### src/rtl/ques_status_pkg.sv
package ques_status_pkg;
    localparam int REG_W = 16;
    // Register selector codes on the command port
    localparam logic [2:0] SEL_COND = 3'h0;
    localparam logic [2:0] SEL_PTR = 3'h1;
    localparam logic [2:0] SEL_NTR = 3'h2;
    localparam logic [2:0] SEL_EVENT = 3'h3;
    localparam logic [2:0] SEL_ENABLE = 3'h4;
    // Condition bit positions
    localparam int BIT_POWER = 3;
    localparam int BIT_OVEN = 4;
    localparam int BIT_FREQ = 5;
    localparam int BIT_MOD = 7;
    localparam int BIT_CAL = 8;
    localparam int BIT_SELFTEST = 9;
    // Reset values
    localparam logic [15:0] PTR_RST = 16'hffff;
    localparam logic [15:0] NTR_RST = 16'h0000;
    localparam logic [15:0] ENABLE_RST = 16'h0000;
    localparam logic [15:0] ZERO16 = 16'h0000;
endpackage

### src/rtl/questionable_status_group.sv
// Operation
// - Condition bits 0, 1, 2 and 10 to 14 always read zero.
// - Condition bits 6 and 15 always read zero.
// - Bit 3 is power summary: unleveled loop or reverse power tripped.
// - Bit 4 is high while the reference oven is cold.
// - Bit 5 is the frequency unlock summary.
// - Bit 7 is the modulation range summary.
// - Bit 8 is the calibration summary, dc coupled fm/pm zero cal failed.
// - Bit 9 sets on self-test failure, cleared only by power cycle.
// - Clear-status leaves the self-test bit unchanged.
// - Condition query returns the weighted sum of set bits.
// - Positive filter passes 0-to-1 changes, negative filter 1-to-0 changes.
// - Host writes filters as bit sums; device stores and returns them.
// - Event register latches and holds each passed transition.
// - Event read returns contents then clears all bits except those with a new transition in the read cycle.
// - Summary bit 3 of status byte high when any enabled event set.
// - Enable query returns the last written enable mask.
// - Several enable bits combine by logical OR.
// - Condition register tracks hardware; writes to it do nothing.
`timescale 1ns/10ps
module questionable_status_group
    import ques_status_pkg::*;
(
    input wire logic clock_i,
    input wire logic arst_n_i,
    input wire logic unleveled_i,
    input wire logic reverse_power_trip_i,
    input wire logic oven_cold_i,
    input wire logic freq_unlock_i,
    input wire logic mod_fault_i,
    input wire logic dc_coupled_fm_pm_cal_fail_i,
    input wire logic selftest_fail_i,
    input wire logic wr_i,
    input wire logic rd_i,
    input wire logic [2:0] sel_i,
    input wire logic [REG_W-1:0] wdata_i,
    input wire logic clear_status_i,
    output logic [REG_W-1:0] rdata_o,
    output logic rvalid_o,
    output logic [REG_W-1:0] cond_o,
    output logic summary_o
);

    // ----------------------------------------
    // Helpers
    // ----------------------------------------
    // One selector compare shared by every read and write decode
    function automatic logic sel_match(input logic [2:0] sel, input logic [2:0] code);
        return sel == code;
    endfunction

    // Bits that went from low to high between two condition samples
    function automatic logic [REG_W-1:0] rise_of(input logic [REG_W-1:0] prev, input logic [REG_W-1:0] curr);
        return ~prev & curr;
    endfunction

    // Bits that went from high to low between two condition samples
    function automatic logic [REG_W-1:0] fall_of(input logic [REG_W-1:0] prev, input logic [REG_W-1:0] curr);
        return prev & ~curr;
    endfunction

    // Any event that the mask lets through raises the summary
    function automatic logic summary_of(input logic [REG_W-1:0] events, input logic [REG_W-1:0] mask);
        return |(events & mask);
    endfunction

    // ----------------------------------------
    // Reset release
    // ----------------------------------------
    // Release is synchronised so every flop but selftest_r and the two synchroniser flops leaves reset on the same edge
    logic rst_s1_r;
    logic rst_n_r;
    always_ff @(posedge clock_i or negedge arst_n_i) begin
        if (!arst_n_i) begin
            rst_s1_r <= 1'b0;
            rst_n_r <= 1'b0;
        end else begin
            rst_s1_r <= 1'b1;
            rst_n_r <= rst_s1_r;
        end
    end

    // ----------------------------------------
    // Condition sources
    // ----------------------------------------
    // Sub-group detail stays outside except power's two faults; the other groups arrive as summaries
    logic power_flag;
    logic oven_flag;
    logic freq_flag;
    logic mod_flag;
    logic cal_flag;

    // Either power fault alone is enough to mark the output questionable
    assign power_flag = unleveled_i | reverse_power_trip_i;
    assign oven_flag = oven_cold_i;
    assign freq_flag = freq_unlock_i;
    assign mod_flag = mod_fault_i;
    assign cal_flag = dc_coupled_fm_pm_cal_fail_i;

    // ----------------------------------------
    // Self-test capture
    // ----------------------------------------
    // Self-test failure is sticky; only the power-on reset clears it
    logic selftest_r;
    always_ff @(posedge clock_i or negedge arst_n_i) begin
        if (!arst_n_i) begin
            selftest_r <= 1'b0;
        end else if (selftest_fail_i) begin
            selftest_r <= 1'b1;
        end
    end

    // ----------------------------------------
    // Condition register
    // ----------------------------------------
    // Unused positions start at zero and nothing ever sets them
    logic [REG_W-1:0] cond_nxt;
    always_comb begin
        cond_nxt = ZERO16;
        cond_nxt[BIT_POWER] = power_flag;
        cond_nxt[BIT_OVEN] = oven_flag;
        cond_nxt[BIT_FREQ] = freq_flag;
        cond_nxt[BIT_MOD] = mod_flag;
        cond_nxt[BIT_CAL] = cal_flag;
        cond_nxt[BIT_SELFTEST] = selftest_r;
    end

    // No write path exists for the condition register
    logic [REG_W-1:0] cond_r;
    always_ff @(posedge clock_i or negedge rst_n_r) begin
        if (!rst_n_r) begin
            cond_r <= ZERO16;
        end else begin
            cond_r <= cond_nxt;
        end
    end

    // ----------------------------------------
    // Command decode
    // ----------------------------------------
    // Each register sees its own strobe so the read mux stays out of the write path
    logic wr_ptr;
    logic wr_ntr;
    logic wr_enable;
    logic rd_event;

    assign wr_ptr = wr_i && sel_match(sel_i, SEL_PTR);
    assign wr_ntr = wr_i && sel_match(sel_i, SEL_NTR);
    assign wr_enable = wr_i && sel_match(sel_i, SEL_ENABLE);
    // Writes to the condition and event selectors decode to nothing on purpose
    assign rd_event = rd_i && sel_match(sel_i, SEL_EVENT);

    // ----------------------------------------
    // Filters and enable mask
    // ----------------------------------------
    // Positive filter resets open so rising faults are caught from the start
    logic [REG_W-1:0] ptr_r;
    always_ff @(posedge clock_i or negedge rst_n_r) begin
        if (!rst_n_r) begin
            ptr_r <= PTR_RST;
        end else if (wr_ptr) begin
            ptr_r <= wdata_i;
        end
    end

    // Negative filter resets closed; clearing faults are ignored until asked for
    logic [REG_W-1:0] ntr_r;
    always_ff @(posedge clock_i or negedge rst_n_r) begin
        if (!rst_n_r) begin
            ntr_r <= NTR_RST;
        end else if (wr_ntr) begin
            ntr_r <= wdata_i;
        end
    end

    // Mask resets closed so the summary stays quiet until the host opts in
    logic [REG_W-1:0] enable_r;
    always_ff @(posedge clock_i or negedge rst_n_r) begin
        if (!rst_n_r) begin
            enable_r <= ENABLE_RST;
        end else if (wr_enable) begin
            enable_r <= wdata_i;
        end
    end

    // ----------------------------------------
    // Transition capture
    // ----------------------------------------
    logic [REG_W-1:0] cond_rise;
    logic [REG_W-1:0] cond_fall;
    logic [REG_W-1:0] hit;

    // Edges are taken against the next sample so events land with cond_o
    assign cond_rise = rise_of(cond_r, cond_nxt);
    assign cond_fall = fall_of(cond_r, cond_nxt);
    assign hit = (ptr_r & cond_rise) | (ntr_r & cond_fall);

    // ----------------------------------------
    // Event register
    // ----------------------------------------
    logic [REG_W-1:0] event_r;
    logic [REG_W-1:0] event_nxt;
    logic event_clr;

    // A destructive read and the clear-status command share one clear path
    assign event_clr = rd_event || clear_status_i;

    always_comb begin
        event_nxt = event_r | hit;
        if (event_clr) begin
            // New transitions win over the clear so none is lost
            event_nxt = hit;
        end
    end

    // Event bits change only here
    always_ff @(posedge clock_i or negedge rst_n_r) begin
        if (!rst_n_r) begin
            event_r <= ZERO16;
        end else begin
            event_r <= event_nxt;
        end
    end

    // ----------------------------------------
    // Read mux
    // ----------------------------------------
    // The answer always carries the value from before this cycle's update
    logic [REG_W-1:0] rdata_nxt;
    always_comb begin
        rdata_nxt = ZERO16;
        if (sel_match(sel_i, SEL_COND)) begin
            rdata_nxt = cond_r;
        end else if (sel_match(sel_i, SEL_PTR)) begin
            rdata_nxt = ptr_r;
        end else if (sel_match(sel_i, SEL_NTR)) begin
            rdata_nxt = ntr_r;
        end else if (sel_match(sel_i, SEL_EVENT)) begin
            rdata_nxt = event_r;
        end else if (sel_match(sel_i, SEL_ENABLE)) begin
            rdata_nxt = enable_r;
        end
    end

    // ----------------------------------------
    // Read port
    // ----------------------------------------
    // Valid is a single pulse one cycle after the request
    always_ff @(posedge clock_i or negedge rst_n_r) begin
        if (!rst_n_r) begin
            rvalid_o <= 1'b0;
        end else begin
            rvalid_o <= rd_i;
        end
    end

    // Read data holds until the next read so a slow host can pick it up late
    always_ff @(posedge clock_i or negedge rst_n_r) begin
        if (!rst_n_r) begin
            rdata_o <= ZERO16;
        end else if (rd_i) begin
            rdata_o <= rdata_nxt;
        end
    end

    // ----------------------------------------
    // Status summary
    // ----------------------------------------
    // Summary uses next-state events so it rises on the same edge as the event bit
    logic summary_nxt;
    assign summary_nxt = summary_of(event_nxt, enable_r);

    // ----------------------------------------
    // Outputs
    // ----------------------------------------
    // Live condition leaves on the same edge as the copy that queries see
    always_ff @(posedge clock_i or negedge rst_n_r) begin
        if (!rst_n_r) begin
            cond_o <= ZERO16;
        end else begin
            cond_o <= cond_nxt;
        end
    end

    always_ff @(posedge clock_i or negedge rst_n_r) begin
        if (!rst_n_r) begin
            summary_o <= 1'b0;
        end else begin
            summary_o <= summary_nxt;
        end
    end

endmodule

### config.mk
export PLATFORM = sky130hd
export DESIGN_NAME = questionable_status_group
export DESIGN_NICKNAME = d
export VERILOG_FILES = /design/src/rtl/ques_status_pkg.sv /design/src/rtl/questionable_status_group.sv
export SDC_FILE = /design/constraint.sdc
export NUM_CORES = 1
export LEC_CHECK = 0
export ABC_AREA = 1
export BUFFER_PORTS_ARGS = -buffer_cell sky130_fd_sc_hd__buf_4
export CORE_MARGIN = 2
export CORE_UTILIZATION = 30
export DETAILED_ROUTE_END_ITERATION = 6
export MAX_ROUTING_LAYER = met4
export PLACE_DENSITY = 0.46
export RECOVER_POWER = 25
export SLEW_MARGIN = 20
export SYNTH_ARGS = -nofsm -noshare
export SYNTH_HDL_FRONTEND = slang
export SYNTH_SLANG_ARGS = --single-unit
export TNS_END_PERCENT = 10
### constraint.sdc
create_clock -name clock_i -period 6.45 [get_ports clock_i]
set_input_delay 1.29 -clock clock_i [delete_from_list [all_inputs] [get_ports clock_i]]
set_output_delay 1.29 -clock clock_i [all_outputs]
set_load 0.05 [all_outputs]
==> metrics <==
outcome finished clean; PortBufs 54; GR Util All Layers roughly 15%; antenna viol nets, final 0; Yosys reg bits between 90 and 100; Synth Instances about 480; count of different cell masters after synthesis 27; Critical Path Start Type input port; worst reg-to-reg setup slack 4.64 ns; std cell rows 42; post-CTS setup buffers 0; Fin Setup TNS 0 ns; Core ar. ~13,000 um2; final net count roughly 560; Clk Latency, worst-skew pair about 0.34 ns; I/O pin count 65; synthesis warning total 0; Final HPWL DP between 6000 and 7000 um; area of placed instances 4570 um2; Rel. slew slack roughly a third; clock-pin slew on the worst setup and hold paths 0.06 ns; crit-path cells clkbuf_1 > nand4_1 > nand2_1 > nor2_1 > nand2_1 > nand3_1 > nor2_1 > nand2_1; most common cell after layout, fill and taps aside nand2_1; Crit Path Class input port to flip-flop; effective utilization at floorplan a little over 30%; residual DRC count 0; via count roughly 3,200; clock sinks 91; number of diodes 0; minimum clock period between 3 and 4 ns; leading cell types in the layout, fill and taps excluded nand2_1 (133), dfrtp_1 (75), inv_1 (56); Routed wire per std cell between 10 and 15 um; top cell type's share of synthesized area roughly 46%; CTS hold repair buffers 0; Die Height 120 um; post-route clock period utilization a little over half; Max VDD drop a little over 0.1 mV; area of the multi-input gates 1410 um2; final instance area approximately 4900 um2; routability cong. between 0.8 and 0.9; antenna violations before repair 0; Post-Route WL 10,300 um; drt first pass iters 4; layout cells sized above 1 16.6%; vias in the first global route between 3,000 and 4,000; Buf/Inv on CP 1; RSZ-0062 raised after global routing no; CP most frequent cell nand2_1; CP Data Arrival Time ~3.7 ns; root buf cell clkbuf_16; crit path max fanout 16; Clock Tree Buf Depth 2; total die area approximately 14,000 um2; Max-Cap Viols 0; CTS tree built; Reg area roughly 2300 um2; Leakage around 2.4 nW; pin count of the biggest net entering global routing 67; Cell Pwr Density ~310 nW/um2; f_max 292 MHz; worst slew pin tran just over 1 ns; critical path required time around 6.7 ns; die span in x ~120 um; Area Overhead vs Synth 20.2%; critical path's top delay family simple AND/OR/NAND/NOR gates; ranking of synthesized cells by area dfrtp_1 (46%), nand2_1 (12%), dfstp_2 (10%); Layout fillers 1,384; Final Hold Viols 0; vias per std cell approximately 4.6; H-tree Lvls 3; crit path capture type flip-flop; Post-Syn Area 4050 um2; global-route wire length before repair roughly 17,000 um; final slew viol count 0; TritonCTS Buffers 9; Setup violations, final 0; Slowest cell on crit path nand4_1; Initial DRC Count between 150 and 200; Remaining Overflow, GRT 0; clock skew 0.00716 ns; sequential fraction of the synthesis area around 57%; Critical Path Max Stage Delay 0.72 ns; Synth area leader dfrtp_1; HP Class flip-flop to flip-flop; post-cts sizing count 0; Post-Syn Area per Cell 8.46 um2
[routing by layer]
metal / track usage (%) / wire, um / vias to the layer above
li1: - / - / 1618
met1: 20.3 / 4990 / 1547
met2: 23.8 / 4700 / 69
met3: 2.45 / 413 / 10
met4: 5.45 / 155 / 0
met5: - / 0 / -
[metrics by stage]
stage | utilization (%) | setup WS, ns | total power [mW] | hold slack [ns] | instances
3_5_place_dp | 34.7 | 2.79 | 0.978 | 0.236 | 691
4_1_cts | 37.1 | 3.16 | 1.55 | 0.241 | 707
6_report | 36.9 | 3.02 | 1.53 | 0.354 | 707
5_1_grt | 36.9 | 2.76 | 1.60 | 0.368 | 707
2_1_floorplan | - | 3.79 | 0.893 | 0.331 | 488
3_3_place_gp | 34.7 | 2.88 | 0.973 | 0.228 | 691
[cell usage after synthesis (all sizes together)]
master and count:
a21oi 7, a31oi 5, buf 20, clkbuf 9, clkinv 1, conb 2, dfrtp 75, dfstp 16
inv 59, nand2 135, nand3 26, nand4 13, nor2 25, nor3 3, o211ai 8, o21ai 67
o221ai 1, o22ai 6, or2 1
[cell families after synthesis]
family / Yosys count / synth area share, %
other cells: 2 / 0.185
compound gates: 94 / 12.5
simple gates: 203 / 21.2
buf+inv: 89 / 9.42
flops: 91 / 56.7
[cell type report]
cell class	instances	share of cell area (%)
flip-flops and latches	91	47.2
multi-input cells	308	29.0
repair buffers	56	8.17
clock buffers	14	5.22
inverters	60	4.63
well taps	176	4.52
clock inverters	2	1.23
[path summary, 6_finish.rpt]
path / start / endpoint / depth (start not counted)
worst max-delay path: rd_i / summary_o / 8
worst min-delay path: rst_s1_r / rst_n_r / 0
worst max register to register: rst_n_r / rdata_o[1] / 1
worst min register to register: rst_s1_r / rst_n_r / 0
max in group asynchronous: rst_n_r / rdata_o[1] / 1
min in group asynchronous: rst_n_r / event_r[5] / 0
[report_power, final]
| group | switching (mW) | internal (mW) | leakage [nW] |
|---|---|---|---|
| sequential | 0.0534 | 0.663 | 1.11 |
| clock | 0.214 | 0.351 | 0.151 |
| combinational | 0.168 | 0.0789 | 1.10 |
[state kept, by name (all words and copies together) (netlist names)]
name,flops
cond_o,6
enable_r,16
event_r,16
ntr_r,16
ptr_r,16
rdata_o,16
rst_n_r,1
rst_s1_r,1
rvalid_o,1
selftest_r,1
summary_o,1
No activity file was read; power rests on OpenSTA's default activity.
